[src/rtl/srac_pkg.sv]
package srac_pkg;
  // Command byte field positions, most significant bit first.
  localparam int ZERO_BIT = 7;
  localparam int SEL_HI = 6;
  localparam int SEL_LO = 4;
  localparam int DIR_BIT = 3;
  localparam int PDN_BIT = 2;
  localparam int CH_HI = 1;
  localparam int CH_LO = 0;
  // Widths of the serial frames.
  localparam int CMD_BITS = 8;
  localparam logic [5:0] LEN_8 = 6'h08;
  localparam logic [5:0] LEN_16 = 6'h10;
  localparam logic [5:0] LEN_24 = 6'h18;
  // Run of ones that forces the interface back to idle.
  localparam logic [5:0] RESYNC_ONES = 6'h20;
  // Reset values.
  localparam logic [7:0] CMD_RESET = 8'h00;
  localparam logic [7:0] SETUP_RESET = 8'h01;
  localparam logic [7:0] CLOCK_RESET = 8'h00;
  localparam logic [7:0] TEST_RESET = 8'h00;
  localparam logic [23:0] CAL_RESET = 24'h000000;

  // Register select codes.
  typedef enum logic [2:0] {
    SEL_CMD = 3'h0,
    SEL_SETUP = 3'h1,
    SEL_CLOCK = 3'h2,
    SEL_RESULT = 3'h3,
    SEL_TEST = 3'h4,
    SEL_NOP = 3'h5,
    SEL_ZERO_CAL = 3'h6,
    SEL_FULL_CAL = 3'h7
  } srac_sel_type;

  // Input channel codes.
  typedef enum logic [1:0] {
    CH_IN_ONE = 2'h0,
    CH_IN_TWO = 2'h1,
    CH_SHORT = 2'h2,
    CH_HIGH = 2'h3
  } srac_ch_type;

  // Serial interface states.
  typedef enum logic [1:0] {
    ST_WAIT_ZERO = 2'h0,
    ST_CMD = 2'h1,
    ST_WRITE = 2'h2,
    ST_READ = 2'h3
  } srac_state_type;

  // Decoded command register contents.
  typedef struct packed {
    srac_sel_type sel;
    logic dir_read;
    logic power_down_request;
    srac_ch_type ch;
  } srac_cmd_type;

  // Configuration presented to the converter core.
  typedef struct packed {
    logic standby;
    srac_ch_type input_sel;
    logic [1:0] cal_pair;
    logic [7:0] setup;
    logic [7:0] clock_cfg;
    logic [7:0] test;
  } srac_cfg_type;
endpackage : srac_pkg

[src/rtl/srac_serial_ctrl.sv]
`timescale 1ns/1ps
`default_nettype none
module srac_serial_ctrl (
  // Clock and reset.
  input wire logic mclk,
  input wire logic rst_n,
  // Serial pins from the host.
  input wire logic sclk,
  input wire logic din,
  output logic dout,
  output logic dout_oe_n,
  // Converter core status.
  input wire logic conversion_ready_flag,
  input wire logic [15:0] conversion_result,
  input wire logic cal_valid,
  input wire logic [23:0] cal_zero_in,
  input wire logic [23:0] cal_full_in,
  // Configuration and status toward the core and pins.
  output srac_pkg::srac_cfg_type cfg,
  output logic ready_pin,
  output logic [23:0] zero_scale_calibration,
  output logic [23:0] full_scale_calibration
);

  // Two-stage synchronisers for the serial pins.
  logic [1:0] sclk_sync;
  logic [1:0] din_sync;
  // Previous synchronised clock level, for edge detection.
  logic sclk_prev;
  // Edge strobes on the synchronised serial clock.
  logic sclk_rise;
  logic sclk_fall;
  // Interface state and bit counters.
  srac_pkg::srac_state_type state;
  logic [5:0] bit_cnt;
  logic [5:0] frame_len;
  logic [5:0] ones_cnt;
  // Shift registers for write and read data.
  logic [23:0] shift_in;
  logic [23:0] shift_out;
  // Command register fields.
  srac_pkg::srac_cmd_type cmd;
  // Configuration registers.
  logic [7:0] setup_register;
  logic [7:0] clock_register;
  logic [7:0] test_register;
  // Calibration pairs, indexed by pair number.
  logic [23:0] zero_cal [3];
  logic [23:0] full_cal [3];
  // Calibration pair chosen by the current channel.
  logic [1:0] pair_idx;
  // Calibration pair named by the command byte now arriving.
  logic [1:0] next_pair_idx;
  // Frame end and resynchronisation strobes.
  logic frame_done;
  logic resync;
  // Incoming command with the new sample shifted in.
  logic [7:0] next_cmd_byte;

  // Synchronise the asynchronous pins before any logic looks at them.
  always_ff @(posedge mclk or negedge rst_n) begin
    if (!rst_n) begin
      // The clock resets to its idle high level so no false edge follows.
      sclk_sync <= 2'h3;
      din_sync <= 2'h0;
      sclk_prev <= 1'h1;
    end else begin
      sclk_sync <= {sclk_sync[0], sclk};
      din_sync <= {din_sync[0], din};
      sclk_prev <= sclk_sync[1];
    end
  end

  // Data is sampled on rising edges and shifted out on falling edges.
  assign sclk_rise = sclk_sync[1] && !sclk_prev;
  assign sclk_fall = !sclk_sync[1] && sclk_prev;

  always_comb begin
    case (cmd.ch)
      // Second low-level input owns the middle pair.
      srac_pkg::CH_IN_TWO: pair_idx = 2'h1;
      // High-level input owns the last pair.
      srac_pkg::CH_HIGH: pair_idx = 2'h2;
      // First input and the shorted self-test share the first pair.
      default: pair_idx = 2'h0;
    endcase
  end

  // Pair routing for reads
  // A read opens in the cycle that stores the command, so its pair comes
  // from the incoming channel bits and not from the stored ones.
  always_comb begin
    case (next_cmd_byte[srac_pkg::CH_HI:srac_pkg::CH_LO])
      // Second low-level input owns the middle pair.
      srac_pkg::CH_IN_TWO: next_pair_idx = 2'h1;
      // High-level input owns the last pair.
      srac_pkg::CH_HIGH: next_pair_idx = 2'h2;
      // First input and the shorted self-test share the first pair.
      default: next_pair_idx = 2'h0;
    endcase
  end

  always_ff @(posedge mclk or negedge rst_n) begin
    if (!rst_n) begin
      ones_cnt <= 6'h00;
    end else if (sclk_rise) begin
      if (!din_sync[1]) begin
        // A zero breaks the run.
        ones_cnt <= 6'h00;
      end else if (ones_cnt != srac_pkg::RESYNC_ONES) begin
        // Saturate so that a longer run cannot wrap round.
        ones_cnt <= ones_cnt + 6'h01;
      end
    end
  end

  // A run of ones that reaches the threshold forces the idle state.
  assign resync = sclk_rise && din_sync[1]
                  && (ones_cnt == srac_pkg::RESYNC_ONES - 6'h01);

  // Last bit of the current register frame is being taken.
  assign frame_done = sclk_rise && (bit_cnt == frame_len - 6'h01);
  // The eight most recent samples, the newest in the lowest bit.
  assign next_cmd_byte = {shift_in[6:0], din_sync[1]};

  // Serial interface sequencer.
  always_ff @(posedge mclk or negedge rst_n) begin
    if (!rst_n) begin
      state <= srac_pkg::ST_WAIT_ZERO;
      bit_cnt <= 6'h00;
      frame_len <= srac_pkg::LEN_8;
    end else if (resync) begin
      state <= srac_pkg::ST_WAIT_ZERO;
      bit_cnt <= 6'h00;
    end else if (sclk_rise) begin
      case (state)
        srac_pkg::ST_WAIT_ZERO: begin
          if (!din_sync[1]) begin
            state <= srac_pkg::ST_CMD;
            bit_cnt <= 6'h01;
          end
        end
        srac_pkg::ST_CMD: begin
          // Count the bits of the command byte.
          bit_cnt <= bit_cnt + 6'h01;
          if (bit_cnt == 6'(srac_pkg::CMD_BITS - 1)) begin
            bit_cnt <= 6'h00;
            case (next_cmd_byte[srac_pkg::SEL_HI:srac_pkg::SEL_LO])
              srac_pkg::SEL_RESULT: frame_len <= srac_pkg::LEN_16;
              srac_pkg::SEL_ZERO_CAL,
              srac_pkg::SEL_FULL_CAL: frame_len <= srac_pkg::LEN_24;
              default: frame_len <= srac_pkg::LEN_8;
            endcase
            if (next_cmd_byte[srac_pkg::SEL_HI:srac_pkg::SEL_LO]
                == srac_pkg::SEL_NOP) begin
              state <= srac_pkg::ST_WAIT_ZERO;
            end else if (next_cmd_byte[srac_pkg::DIR_BIT]) begin
              state <= srac_pkg::ST_READ;
            end else begin
              state <= srac_pkg::ST_WRITE;
            end
          end
        end
        srac_pkg::ST_WRITE, srac_pkg::ST_READ: begin
          // Reads and writes share the frame counter.
          bit_cnt <= bit_cnt + 6'h01;
          if (frame_done) begin
            state <= srac_pkg::ST_WAIT_ZERO;
            bit_cnt <= 6'h00;
          end
        end
        default: begin
          // Unused state codes fall back to idle.
          state <= srac_pkg::ST_WAIT_ZERO;
        end
      endcase
    end
  end

  // Input shift register, most significant bit first.
  always_ff @(posedge mclk or negedge rst_n) begin
    if (!rst_n) begin
      shift_in <= 24'h000000;
    end else if (sclk_rise) begin
      // Every sampled bit enters, command and data alike.
      shift_in <= {shift_in[22:0], din_sync[1]};
    end
  end

  // Command register load at the eighth bit of a command byte.
  always_ff @(posedge mclk or negedge rst_n) begin
    if (!rst_n) begin
      cmd <= srac_pkg::srac_cmd_type'(srac_pkg::CMD_RESET[6:0]);
    end else if (!resync && sclk_rise && state == srac_pkg::ST_CMD
                 && bit_cnt == 6'(srac_pkg::CMD_BITS - 1)) begin
      cmd <= srac_pkg::srac_cmd_type'(next_cmd_byte[6:0]);
    end
  end

  // Configuration registers written at the end of a write frame.
  always_ff @(posedge mclk or negedge rst_n) begin
    if (!rst_n) begin
      setup_register <= srac_pkg::SETUP_RESET;
      clock_register <= srac_pkg::CLOCK_RESET;
      test_register <= srac_pkg::TEST_RESET;
    end else if (!resync && frame_done && state == srac_pkg::ST_WRITE) begin
      // Writes during standby
      // Command, result and no-operation selects store nothing here.
      case (cmd.sel)
        srac_pkg::SEL_SETUP: setup_register <= next_cmd_byte;
        srac_pkg::SEL_CLOCK: clock_register <= next_cmd_byte;
        srac_pkg::SEL_TEST: test_register <= next_cmd_byte;
        default: ;
      endcase
    end
  end

  // Calibration pairs: host writes or core calibration results.
  generate
    for (genvar p = 0; p < 3; p++) begin : g_pair
      always_ff @(posedge mclk or negedge rst_n) begin
        if (!rst_n) begin
          zero_cal[p] <= srac_pkg::CAL_RESET;
          full_cal[p] <= srac_pkg::CAL_RESET;
        // Only the pair of the current channel takes writes or results.
        end else if (pair_idx == 2'(p)) begin
          if (!resync && frame_done && state == srac_pkg::ST_WRITE
              && cmd.sel == srac_pkg::SEL_ZERO_CAL) begin
            zero_cal[p] <= {shift_in[22:0], din_sync[1]};
          end else if (!resync && frame_done
                       && state == srac_pkg::ST_WRITE
                       && cmd.sel == srac_pkg::SEL_FULL_CAL) begin
            full_cal[p] <= {shift_in[22:0], din_sync[1]};
          end else if (cal_valid && !cmd.power_down_request) begin
            zero_cal[p] <= cal_zero_in;
            full_cal[p] <= cal_full_in;
          end
        end
      end
    end
  endgenerate

  // Output shift register: loaded when a read frame opens.
  always_ff @(posedge mclk or negedge rst_n) begin
    if (!rst_n) begin
      shift_out <= 24'h000000;
    end else if (sclk_rise && state == srac_pkg::ST_CMD
                 && bit_cnt == 6'(srac_pkg::CMD_BITS - 1)) begin
      case (next_cmd_byte[srac_pkg::SEL_HI:srac_pkg::SEL_LO])
        srac_pkg::SEL_CMD: shift_out <= {conversion_ready_flag,
                                         next_cmd_byte[6:0], 16'h0000};
        srac_pkg::SEL_SETUP: shift_out <= {setup_register, 16'h0000};
        srac_pkg::SEL_CLOCK: shift_out <= {clock_register, 16'h0000};
        srac_pkg::SEL_RESULT: shift_out <= {conversion_result, 8'h00};
        srac_pkg::SEL_TEST: shift_out <= {test_register, 16'h0000};
        // Calibration reads follow the incoming channel bits.
        srac_pkg::SEL_ZERO_CAL: shift_out <= zero_cal[next_pair_idx];
        srac_pkg::SEL_FULL_CAL: shift_out <= full_cal[next_pair_idx];
        // The no-operation code has nothing to send.
        default: shift_out <= 24'h000000;
      endcase
    end else if (sclk_fall && state == srac_pkg::ST_READ
                 && bit_cnt != 6'h00) begin
      // The first bit already stands, so shifting starts one edge later.
      shift_out <= {shift_out[22:0], 1'h0};
    end
  end

  // Serial output pin and its enable, driven only during read frames.
  always_ff @(posedge mclk or negedge rst_n) begin
    if (!rst_n) begin
      dout <= 1'h0;
      dout_oe_n <= 1'h1;
    end else begin
      dout <= shift_out[23];
      // Only a read frame turns the pin driver on.
      dout_oe_n <= (state != srac_pkg::ST_READ);
    end
  end

  // Configuration toward the converter core.
  always_ff @(posedge mclk or negedge rst_n) begin
    if (!rst_n) begin
      // Configuration copies start from the register reset values.
      cfg <= srac_pkg::srac_cfg_type'({5'h00, srac_pkg::SETUP_RESET,
                                       srac_pkg::CLOCK_RESET,
                                       srac_pkg::TEST_RESET});
      ready_pin <= 1'h0;
      zero_scale_calibration <= srac_pkg::CAL_RESET;
      full_scale_calibration <= srac_pkg::CAL_RESET;
    end else begin
      // Every copy refreshes each cycle from its source register or status input.
      // Standby from command
      cfg.standby <= cmd.power_down_request;
      cfg.input_sel <= cmd.ch;
      cfg.cal_pair <= pair_idx;
      cfg.setup <= setup_register;
      cfg.clock_cfg <= clock_register;
      cfg.test <= test_register;
      ready_pin <= conversion_ready_flag;
      // Calibration outputs show the pair of the current channel.
      zero_scale_calibration <= zero_cal[pair_idx];
      full_scale_calibration <= full_cal[pair_idx];
    end
  end

endmodule : srac_serial_ctrl
`default_nettype wire

[config.mk]
export PLATFORM = sky130hd
export DESIGN_NAME = srac_serial_ctrl
export DESIGN_NICKNAME = d
export VERILOG_FILES = /design/src/rtl/srac_pkg.sv /design/src/rtl/srac_serial_ctrl.sv
export SDC_FILE = /design/constraint.sdc
export NUM_CORES = 1
export LEC_CHECK = 0
export ABC_CLOCK_PERIOD_IN_PS = 8800
export BUFFER_PORTS_ARGS = -buffer_cell sky130_fd_sc_hd__buf_2
export CORE_AREA = 2 2 162 164
export CTS_CLUSTER_DIAMETER = 60
export DETAILED_ROUTE_END_ITERATION = 16
export DIE_AREA = 0 0 164 166
export PLACE_DENSITY_LB_ADDON = 0.05
export SLEW_MARGIN = 0
export SYNTH_ARGS = -nofsm -noshare
export SYNTH_HDL_FRONTEND = slang
export SYNTH_SLANG_ARGS = --single-unit
[constraint.sdc]
create_clock -name mclk -period 8.8 [get_ports mclk]
set_input_delay 2.64 -clock mclk [delete_from_list [all_inputs] [get_ports mclk]]
set_output_delay 2.64 -clock mclk [all_outputs]
set_load 0.02 [all_outputs]
======== Word level (Yosys, flattened, before mapping) ========
Cells that the tools add are included.
word-level totals
  flip-flop bits (word level) ............. 326
  bits of input ports ..................... 70
  logic and storage cells ................. 155
  output and inout port bits .............. 80
operators by class
  add/sub/neg operators ................... 3
  equal/unequal tests ..................... 31
  reduce and logical (&&, ||, !) cells .... 44
  multiplexer cells ....................... 39
  magnitude comparators ................... 2
  bitwise logic cells ..................... 4
operators by type and width
  cell                                                 count
  two-way mux 24 bit                                   15
  binary-select mux 24 bit (select 2 bit)              4
  one-hot mux 24 bit (7 select lines)                  1
  two-way mux 6 bit                                    7
  equality test 3 bit, second input constant           7
  one-hot mux 6 bit (3 select lines)                   1
  AND reduction 3 bit                                  6
  logical AND 1 bit                                    17
  adder 6 x 1 -> 6 bit, second input constant          2
  two-way mux 2 bit                                    6
  equality test 2 bit, second input constant           5
  one-hot mux 5 bit (2 select lines)                   1
  AND reduction 2 bit                                  5
  equality test 3 x 2 -> 1 bit, second input constant  3
  equality test 2 x 1 -> 1 bit, second input constant  4
  one-hot mux 2 bit (2 select lines)                   2
  AND reduction 4 bit                                  2
  nonzero test 2 bit                                   4
  equality test 3 x 1 -> 1 bit, second input constant  2
  equality test 6 x 3 -> 1 bit, second input constant  1
  equality test 6 x 5 -> 1 bit, second input constant  1
  equality test 6 bit                                  1
  >= comparator 3 bit, second input constant           2
  inequality test 3 bit, second input constant         2
  14 further kinds                                     22

======== Longest topological paths before layout ========
Gate-level depths: netlist of run 1.
  depth in word-level cells ............... 10
  gate-level depth with buffers ........... 9
  depth with buffers taken out ............ 7

======== Worst setup path after synthesis of run 1 ========
Ideal clock, no wire load.
  path kind ............................... input to register
  start point ............................. input cal_valid
  end point ............................... register full_cal[39] in the netlist's numbering
  stages on the path ...................... 4
  arrival time ............................ 3765 ps
  data required time ...................... 8672 ps
  library setup time ...................... 128 ps
  setup slack ............................. 4907 ps
  path through ............................ nor2b_1 > o211ai_4 > buf_2 > mux2_1
on the way
  cells in the longest elaborated chain, start to end .. 3
ends and longest elaborated chain
  what                            line                     source
  start: declaration              srac_serial_ctrl.sv:15   input wire logic cal_valid,
  logical AND 1 bit               srac_serial_ctrl.sv:234  end else if (cal_valid && !cmd.power_down_request) begin
  nonzero test 2 bit (no line)    n/a
  AND reduction 3 bit (no line)   n/a
  end signal: indexed assignment  srac_serial_ctrl.sv:224  full_cal[p] <= srac_pkg::CAL_RESET;
  end signal: indexed assignment  srac_serial_ctrl.sv:233  full_cal[p] <= {shift_in[22:0], din_sync[1]};
  end signal: indexed assignment  srac_serial_ctrl.sv:236  full_cal[p] <= cal_full_in;
  end: declaration                srac_serial_ctrl.sv:49   logic [23:0] full_cal [3];
Every way passes these cells.
A chain may end at the register's enable or synchronous reset.

======== Worst setup path after layout of run 1 ========
  start point ............................. input cal_valid
  end point ............................... register full_cal[56] in the netlist's numbering
Same word-level chain as after synthesis.

==> results.sh, run 1 <==
export IMPL_synth_main_ff_cell="sky130_fd_sc_hd__dfrtp_1"
export IMPL_synth_largest_area_cell="sky130_fd_sc_hd__dfrtp_1"
export IMPL_maximum_number_of_pins_on_one_net_before_global_route_repair=176
export IMPL_path_max_fanout=24
export IMPL_synth_enable_flop_cells=0
export IMPL_via_count=10222
export IMPL_drt_iter0_markers=691
export IMPL_hpwlAfterDp_um=23600
export IMPL_yosys_register_bits=322
export IMPL_cp_start_kind="input pin"
export IMPL_setup_worst_path_class="input pin to register"
export IMPL_cts_sinks=322
export IMPL_gp_congestion=0.816
export IMPL_report_final_setup_viol=0
export IMPL_io_buffer_count=149
export IMPL_finalHoldWorstSlack_ns=0.347
export IMPL_drt_wl_total_um=37200
export IMPL_postSynthAreaPerCell_um2=12.2
export IMPL_post_route_period_util=0.441
export IMPL_largest_clock_skew_in_the_final_design_ns=0.0186
export IMPL_layout_min_cycle_time_ns=3.88
export IMPL_run_status="completed"
export IMPL_total_leakage_power_uw=0.00782
export IMPL_netlist_area_leader_share=0.522
export IMPL_clockBufferDepth=3
export IMPL_unrepaired_setup_endpoints_after_global_routing="false"
export IMPL_path_clk_slew_ns=0.05
export IMPL_yosys_warnings=0
export IMPL_synth_area_top_cells="sky130_fd_sc_hd__dfrtp_1, sky130_fd_sc_hd__mux2_2, sky130_fd_sc_hd__mux2i_1"
export IMPL_clock_fmax_ghz=0.257
export IMPL_final_net_count=1435
export IMPL_globalRoute_totalOverflow=0
export IMPL_floorplan_die_area_um2=27200
export IMPL_post_cts_resized_instances=0
export IMPL_synth_seq_area_share=0.534
export IMPL_area_growth_pct=14.5
export IMPL_critical_path_required_ns=9.19
export IMPL_synthTopCellsByCount="sky130_fd_sc_hd__dfrtp_1, sky130_fd_sc_hd__mux2_2, sky130_fd_sc_hd__mux2i_1, sky130_fd_sc_hd__nand2_1, sky130_fd_sc_hd__a21oi_1"
export IMPL_post_synth_top_count_cell="sky130_fd_sc_hd__dfrtp_1"
export IMPL_detailedRoute_firstPassIterationCount=5
export IMPL_h_tree_lvl_count=2
export IMPL_power_per_cell_area_nw_per_um2=328
export IMPL_clk_root_buffer_cell="sky130_fd_sc_hd__clkbuf_16"
export IMPL_count_of_mapped_cells_out_of_synthesis=1241
export IMPL_drc=0
export IMPL_nature_of_the_critical_path_endpoint="register"
export IMPL_fp_dieH_um=166
export IMPL_antenna_violating_nets_remaining=0
export IMPL_slew_headroom=0.283
export IMPL_die_w_um=164
export IMPL_ys_async_sr_fraction=1.00
export IMPL_via_count_of_the_first_global_routing_pass=10341
export IMPL_cell_rows=59
export IMPL_cts_hold_fix_buffers=0
export IMPL_initial_core_util=0.590
export IMPL_wl_per_cell_um=21.6
export IMPL_fraction_of_layout_cells_with_a_size_suffix_above_1=0.348
export IMPL_core_region_area_um2=25600
export IMPL_cts_inserted_buffers=36
export IMPL_post_cts_setup_buffer_count=0
export IMPL_setup_tns_final_ns=0
export IMPL_vias_per_cell=5.93
export IMPL_min_delay_path_class="register to register"
export IMPL_worst_skew_pair_late_latency_ns=0.52
export IMPL_max_cap_viol_count=0
export IMPL_slew_viol_final=0
export IMPL_hold_violations=0
export IMPL_synth_net_count=1316
export IMPL_netlist_area_um2=15100
export IMPL_worst_endpoint_arrival_ns=4.28
export IMPL_grt_first_pass_wirelength_um=58300
export IMPL_final_fill_count=1921
export IMPL_vdd_ir_drop_max_mv=0.204
export IMPL_io_pin_count=150
export IMPL_worstMarginPinSlew_ns=1.08
export IMPL_globalRouteTotalUtil=0.277
export IMPL_tritoncts_clock_tree="built"
export IMPL_grt_antenna_before_repair=0
export IMPL_yosysUniqueCellTypes=62
[flip-flops by register name, indices dropped and copies added, names as in the netlist]
register                count
shift_out                  24
clock_register              8
ready_pin                   1
sclk_sync                   2
full_cal                   72
test_register               8
frame_len                   2
ones_cnt                    6
shift_in                   23
dout_oe_n                   1
full_scale_calibration     24
zero_cal                   72
din_sync                    2
bit_cnt                     6
cfg                        29
cmd                         6
state                       2
sclk_prev                   1
zero_scale_calibration     24
dout                        1
setup_register              8
[cells in the final DEF, fill, tap and decap left out, drive strengths merged, types with 4 or more instances in the layout]
cell    count
mux2      229
nand2b     13
a31oi       5
xor2        4
nor2b       7
inv        20
clkbuf     56
mux4        9
nor3       10
nand3b     10
o211ai     14
a21oi      86
a221o       8
dfrtp     315
buf       169
o21ai      28
clkinv      8
nand3      18
dfstp       7
mux2i     105
nor2       77
nand2     102
ha          5
a311oi      8
nor4b       4
a211oi     15
[metal layers]
layer / routed length (um) / global-route usage / share of wire
met1: 17500 / 0.414 / 0.47
met2: 17200 / 0.431 / 0.46
met3: 1780 / 0.0395 / 0.048
met4: 755 / 0.0709 / 0.020
met5: 0 / 0 / 0
[cell type report]
cell class                      instances  area [um2]  area share
Antenna cell                            1        2.50    0.000145
Sequential cell                       322        8080       0.467
Clock inverter                         10         111     0.00644
Timing Repair Buffer                  169         918      0.0531
Inverter                               20        75.1     0.00434
Multi-Input combinational cell        811        6570       0.380
Tap cell                              335         419      0.0242
Clock buffer                           56        1130      0.0652
[through the flow]
stage / utilization / cell area [um2] / power (uW) / std cells / setup slack [ns]
5_1_grt: 0.675 / 17300 / 5990 / 1723 / 4.86
2_1_floorplan: - / 15100 / 3600 / 1241 / 4.91
3_3_place_gp: 0.627 / 16100 / 4110 / 1657 / 4.44
3_5_place_dp: 0.627 / 16100 / 4160 / 1657 / 4.40
6_report: 0.675 / 17300 / 5680 / 1724 / 4.92
4_1_cts: 0.675 / 17300 / 5720 / 1723 / 4.93
[final timing paths]
| path | start | end | slack, ns | depth (start not counted) |
|---|---|---|---|---|
| max | cal_valid | full_cal[56] | 4.92 | 4 |
| min | din_sync[0] | din_sync[1] | 0.35 | 0 |
| max reg2reg | frame_len[3] | zero_cal[61] | 5.09 | 9 |
| min reg2reg | din_sync[0] | din_sync[1] | 0.35 | 0 |
| max in group asynchronous | rst_n | shift_in[3] | 5.30 | 2 |
| min in group asynchronous | rst_n | bit_cnt[2] | 2.08 | 1 |
[power breakdown]
part / switching, uW / internal [uW] / leakage, uW
clock network: 596 / 943 / 0.000618
registers: 391 / 2000 / 0.00401
logic: 948 / 801 / 0.00319
[worst max-delay path: stages]
cell                       delay, ns
sky130_fd_sc_hd__buf_2          0.11
sky130_fd_sc_hd__nor2b_1        0.21
sky130_fd_sc_hd__o211ai_4       0.88
sky130_fd_sc_hd__mux2_2         0.43
[cell families (layout without fill, tap and decap cells)]
group / count (synthesis) / after routing / synth area share
xor gates and xnor gates: 5 / 5 / 0.00290
AOI/OAI and AO/OA: 191 / 191 / 0.0842
other: 0 / 1 / 0
and+or+nand+nor: 267 / 267 / 0.0864
adders and majority gates: 5 / 5 / 0.00414
DFF: 322 / 322 / 0.534
buffers and inverters: 108 / 255 / 0.0331
muxes: 343 / 343 / 0.256
No activity file was read; power rests on OpenSTA's default activity.
==> run 2: changes to the inputs <==
ABC_CLOCK_PERIOD_IN_PS = 3300   (was 8800)
CORE_AREA = 2 2 171 173   (was 2 2 162 164)
DIE_AREA = 0 0 173 175   (was 0 0 164 166)
clock period = 3.3 ns   (was 8.8 ns; I/O delays follow)
==> run 2 against run 1 <==
Net effect:
- sequential cell count is the same
- critical endpoint is now zero_cal[58]
- cell count grew 4.5%
- count of clock-buffer cells in the layout shrank 5
- sequential share of layout area shrank 1.4 points
- clock power grew to 2.8 times the previous value
- first-iteration DRC count grew 16%
- via count grew 0.31%
- final area grew 3.0%
- routed wire length grew 3.6%
- highest routed layer unchanged
==> results.sh, run 2 (synthesized netlist as in run 1, its figures left out) <==
export IMPL_largest_clock_skew_in_the_final_design_ns=0.0179
export IMPL_slew_headroom=0.370
export IMPL_final_seq_area_um2=8080
export IMPL_fraction_of_layout_cells_with_a_size_suffix_above_1=0.363
export IMPL_core_region_area_um2=28400
export IMPL_drt_wl_total_um=38500
export IMPL_final_cell_mix="sky130_fd_sc_hd__dfrtp_1, sky130_fd_sc_hd__mux2_2, sky130_fd_sc_hd__buf_2"
export IMPL_grt_busiest_layer="met1"
export IMPL_via_count=10254
export IMPL_drt_iter0_markers=805
export IMPL_antenna_violating_nets_remaining=0
export IMPL_clockBufferDepth=3
export IMPL_timing_critical_path_slowest_stage_cell="sky130_fd_sc_hd__or4_2"
export IMPL_worst_skew_pair_late_latency_ns=0.52
export IMPL_globalRouteMet2Util=0.384
export IMPL_n_antenna_cell=0
export IMPL_post_cts_setup_buffer_count=0
export IMPL_grt_use_met1=0.397
export IMPL_critical_path_required_ns=3.71
export IMPL_grt_util_met3=0.0376
export IMPL_finalHoldWorstSlack_ns=0.348
export IMPL_worstMarginPinSlew_ns=0.945
export IMPL_post_cts_resized_instances=0
export IMPL_layout_min_cycle_time_ns=3.17
export IMPL_io_buffer_count=149
export IMPL_floorplan_die_area_um2=30300
export IMPL_final_net_count=1464
export IMPL_clock_fmax_ghz=0.315
export IMPL_final_area_um2=17800
export IMPL_vdd_ir_drop_max_mv=0.504
export IMPL_path_clk_slew_ns=0.06
export IMPL_worst_endpoint_arrival_ns=3.58
export IMPL_cell_rows=62
export IMPL_area_growth_pct=17.9
export IMPL_power_uw=15600
export IMPL_h_tree_lvl_count=2
export IMPL_wl_per_cell_um=21.4
export IMPL_io_pin_count=150
export IMPL_grt_first_pass_wirelength_um=60600
export IMPL_hold_violations=0
export IMPL_unrepaired_setup_endpoints_after_global_routing="false"
export IMPL_cts_sinks=322
export IMPL_critical_path_max_stage_delay_ns=0.67
export IMPL_maximum_number_of_pins_on_one_net_before_global_route_repair=72
export IMPL_hpwlAfterDp_um=25700
export IMPL_dp_cells=1734
export IMPL_top_regs="full_cal: 72 flops, zero_cal: 72 flops, cfg: 29 flops"
export IMPL_max_cap_viol_count=0
export IMPL_cts_hold_fix_buffers=0
export IMPL_vias_per_cell=5.69
export IMPL_worstPathCellList="inv_1, ha_1, xor2_1, nand4_2, or4_2, buf_12, a211oi_4, buf_12, mux2_2"
export IMPL_globalRoute_totalOverflow=0
export IMPL_gp_congestion=0.835
export IMPL_detailedRoute_firstPassIterationCount=5
export IMPL_grt_antenna_before_repair=0
export IMPL_via_count_of_the_first_global_routing_pass=10280
export IMPL_power_per_cell_area_nw_per_um2=874
export IMPL_clk_root_buffer_cell="sky130_fd_sc_hd__clkbuf_16"
export IMPL_cp_common_cell="sky130_fd_sc_hd__buf_12"
export IMPL_cp_start_kind="register"
export IMPL_run_status="completed"
export IMPL_detailed_place_area_um2=16500
export IMPL_die_w_um=173
export IMPL_final_fill_count=2273
export IMPL_drc=0
export IMPL_globalRouteTotalUtil=0.258
export IMPL_report_final_setup_viol=0
export IMPL_layout_cells_most_common="sky130_fd_sc_hd__dfrtp_1"
export IMPL_initial_core_util=0.532
export IMPL_post_route_period_util=0.961
export IMPL_path_max_fanout=28
export IMPL_tritoncts_clock_tree="built"
export IMPL_min_delay_path_class="register to register"
export IMPL_nature_of_the_critical_path_endpoint="register"
export IMPL_total_leakage_power_uw=0.00804
export IMPL_stdcell_count=1801
export IMPL_cts_inserted_buffers=37
export IMPL_setup_tns_final_ns=0
export IMPL_multi_input_comb_area_um2=6570
export IMPL_setup_worst_path_class="register to register"
export IMPL_fp_dieH_um=175
export IMPL_slew_viol_final=0
## run 2: critical path: cells and delay by family, from the launching register on
family / cells / cell delay (ns)
AND/OR/NAND/NOR: 2 / 0.81
multiplexers: 1 / 0.36
flip-flops: 1 / 0.55
buffers and inverters: 3 / 0.52
adder cells (fa/ha/maj): 1 / 0.29
AO/OA/AOI/OAI: 1 / 0.29
XOR/XNOR: 1 / 0.21
## run 2: per-stage QoR
stage               setup slack, ns   util
global route                 0.0269  0.628
detailed placement            0.158  0.581
finish                        0.130  0.628
global placement              0.218  0.581
floorplan                     0.368      -
CTS                           0.152  0.628
## run 2: path summary, 6_finish.rpt
check,start,slack [ns],cells after the start,end
worst max register to register,frame_len[3],0.13,9,zero_cal[58]
min in group asynchronous,rst_n,0.45,1,ones_cnt[0]
worst min-delay path,din_sync[0],0.35,0,din_sync[1]
max in group asynchronous,rst_n,2.05,2,full_scale_calibration[4]
worst max-delay path,frame_len[3],0.13,9,zero_cal[58]
worst min register to register,din_sync[0],0.35,0,din_sync[1]
## run 2: power by group
group / internal, uW / switching [uW]
sequential: 5340 / 1130
combinational: 2250 / 2490
clock: 2730 / 1630
total: 10300 / 5250
## run 2: area by class of cell
type	count	share of cell area
flip-flops and latches	322	0.453
multi-input cells	811	0.368
repair buffers	197	0.0732
clock buffers	51	0.0618
well taps	384	0.0270
clock inverters	16	0.0122
inverters	20	0.00421
## run 2: routing by layer
metal | vias up | part of all wire | wire [um]
li1 | 4758 | - | -
met1 | 5188 | 0.49 | 18800
met2 | 262 | 0.45 | 17200
met3 | 46 | 0.048 | 1830
met4 | 0 | 0.019 | 750
met5 | - | 0 | 0
==> run 3: changes to the inputs <==
BUFFER_PORTS_ARGS = -buffer_cell sky130_fd_sc_hd__buf_4   (was -buffer_cell sky130_fd_sc_hd__buf_2)
==> run 3 against run 2 <==
Net effect:
- non-clock buffer count is 16 higher
- sequential power barely moved
- critical path depth fell by 1
- power up 2.3%
- count of clock-buffer cells in the layout decreased by 7
- combinational power is 6.3% higher
- critical path type unchanged
- critical endpoint is now test_register[5]
- largest cell class unchanged
==> results.sh, run 3 (synthesized netlist as in run 1, its figures left out) <==
export IMPL_pwr_share_seq=0.409
export IMPL_design_internal_power_uw=10600
export IMPL_globalRouteTotalUtil=0.266
export IMPL_critical_path_required_ns=3.69
export IMPL_via_count=10480
export IMPL_top_layer="met4"
export IMPL_cts_inserted_buffers=36
export IMPL_io_pin_count=150
export IMPL_area_growth_pct=21.1
export IMPL_layout_cells_most_common="sky130_fd_sc_hd__dfrtp_1"
export IMPL_power_per_cell_area_nw_per_um2=870
export IMPL_multi_input_comb_area_um2=6570
export IMPL_dp_cells=1747
export IMPL_floorplan_die_area_um2=30300
export IMPL_worst_r2r_startpoint="frame_len[3]"
export IMPL_min_delay_start="sclk_sync[0]"
export IMPL_met3RoutedLength_um=2270
export IMPL_total_leakage_power_uw=0.00822
export IMPL_max_cap_viol_count=0
export IMPL_cts_hold_fix_buffers=0
export IMPL_combinationalPowerShare=0.316
export IMPL_vdd_ir_drop_max_mv=0.557
export IMPL_setup_tns_final_ns=0
export IMPL_gp_congestion=0.828
export IMPL_setup_worst_path_class="register to register"
export IMPL_die_w_um=173
export IMPL_vias_per_cell=5.79
export IMPL_clock_fmax_ghz=0.324
export IMPL_clk_root_buffer_cell="sky130_fd_sc_hd__clkbuf_16"
export IMPL_worst_endpoint_arrival_ns=3.48
export IMPL_worstMarginPinSlew_ns=0.801
export IMPL_power_switching_uw=5310
export IMPL_wl_per_cell_um=21.8
export IMPL_run_status="completed"
export IMPL_final_cell_mix="sky130_fd_sc_hd__dfrtp_1, sky130_fd_sc_hd__mux2_2, sky130_fd_sc_hd__buf_4"
export IMPL_via_count_of_the_first_global_routing_pass=10918
export IMPL_fraction_of_layout_cells_with_a_size_suffix_above_1=0.369
export IMPL_drt_iter0_markers=702
export IMPL_tritoncts_clock_tree="built"
export IMPL_slew_viol_final=0
export IMPL_drt_wl_total_um=39500
export IMPL_layout_min_cycle_time_ns=3.09
export IMPL_routedLengthMet1_um=17800
export IMPL_p_clk_frac=0.276
export IMPL_worst_r2r_setup_slack_ns=0.21
export IMPL_unrepaired_setup_endpoints_after_global_routing="false"
export IMPL_cell_rows=62
export IMPL_clockBufferDepth=3
export IMPL_min_delay_path_class="register to register"
export IMPL_maximum_number_of_pins_on_one_net_before_global_route_repair=86
export IMPL_worst_skew_pair_late_latency_ns=0.52
export IMPL_cts_sinks=322
export IMPL_grt_antenna_before_repair=1
export IMPL_finalHoldWorstSlack_ns=0.363
export IMPL_grt_first_pass_wirelength_um=62600
export IMPL_worstRegToRegCells=8
export IMPL_report_final_setup_viol=0
export IMPL_detailroute_wirelength_met2_um=18700
export IMPL_final_net_count=1479
export IMPL_stdcell_count=1811
export IMPL_slew_headroom=0.459
export IMPL_largest_clock_skew_in_the_final_design_ns=0.0231
export IMPL_cp_start_kind="register"
export IMPL_globalRoute_totalOverflow=0
export IMPL_core_region_area_um2=28400
export IMPL_hpwlAfterDp_um=26800
export IMPL_antenna_violating_nets_remaining=0
export IMPL_hold_depth=0
export IMPL_fp_dieH_um=175
export IMPL_final_fill_count=2268
export IMPL_io_buffer_count=149
export IMPL_nature_of_the_critical_path_endpoint="register"
export IMPL_final_seq_area_um2=8080
export IMPL_initial_core_util=0.532
export IMPL_h_tree_lvl_count=2
export IMPL_detailedRoute_firstPassIterationCount=5
export IMPL_finalCoreUtilization=0.645
export IMPL_path_max_fanout=6
export IMPL_drc=0
export IMPL_swShare=0.334
export IMPL_whs_endpoint="sclk_sync[1]"
export IMPL_path_clk_slew_ns=0.06
export IMPL_post_route_period_util=0.936
export IMPL_hold_violations=0
export IMPL_top_regs="full_cal: 72 flops, zero_cal: 72 flops, cfg: 29 flops"
export IMPL_timing_rr_end="test_register[5]"
==> run 3: worst max path at each step <==
stage,startpoint,to
after global routing,frame_len[3],test_register[5]
after floorplan,frame_len[3],full_cal[39]
after global placement,frame_len[3],full_cal[52]
after CTS,frame_len[3],full_cal[4]
final,frame_len[3],test_register[5]
after detailed placement,frame_len[3],zero_cal[13]
==> run 3: repair_timing <==
action	in CTS	in global routing
gates resized for setup	0	1
endpoints found under the setup margin	0	35
buffers inserted	0	3
==> run 3: worst max-delay path, stage by stage, from the launching register on <==
cell	delay (ns)
sky130_fd_sc_hd__dfstp_2	0.55
sky130_fd_sc_hd__inv_1	0.04
sky130_fd_sc_hd__ha_1	0.29
sky130_fd_sc_hd__xor2_1	0.19
sky130_fd_sc_hd__nand4_2	0.16
sky130_fd_sc_hd__or4b_4	0.56
sky130_fd_sc_hd__or4b_1	0.61
sky130_fd_sc_hd__buf_4	0.24
sky130_fd_sc_hd__mux2_4	0.31
==> run 3: routing by layer <==
metal  track usage  up-vias
met4        0.0717        0
met2         0.430      277
met3        0.0548       63
li1              -     4789
met5             0        -
met1         0.366     5351
==> run 3: cell type report <==
cell class | instances | share of cell area
clock buffers | 44 | 0.0548
well taps | 384 | 0.0262
clock inverters | 16 | 0.0161
repair buffers | 213 | 0.0987
inverters | 20 | 0.00410
flip-flops and latches | 322 | 0.441
diodes | 1 | 0.000137
multi-input cells | 811 | 0.359
==> run 3: metrics by stage <==
step | power [uW] | cell area (um2) | setup slack [ns]
floorplan | 9610 | 15100 | 0.368
global placement | 11500 | 17000 | 0.160
detailed placement | 11600 | 17000 | 0.129
CTS | 16000 | 18300 | 0.102
global route | 16800 | 18300 | 0.0789
finish | 15900 | 18300 | 0.211
==> run 3: power groups by stage <==
stage / Combinational [uW] / Clock (uW) / Sequential, uW
finish: 5030 / 4390 / 6510
detailed placement: 5040 / 0 / 6530
CTS: 5080 / 4460 / 6490
global route: 5480 / 4640 / 6680
global placement: 4970 / 0 / 6490
floorplan: 3140 / 0 / 6470
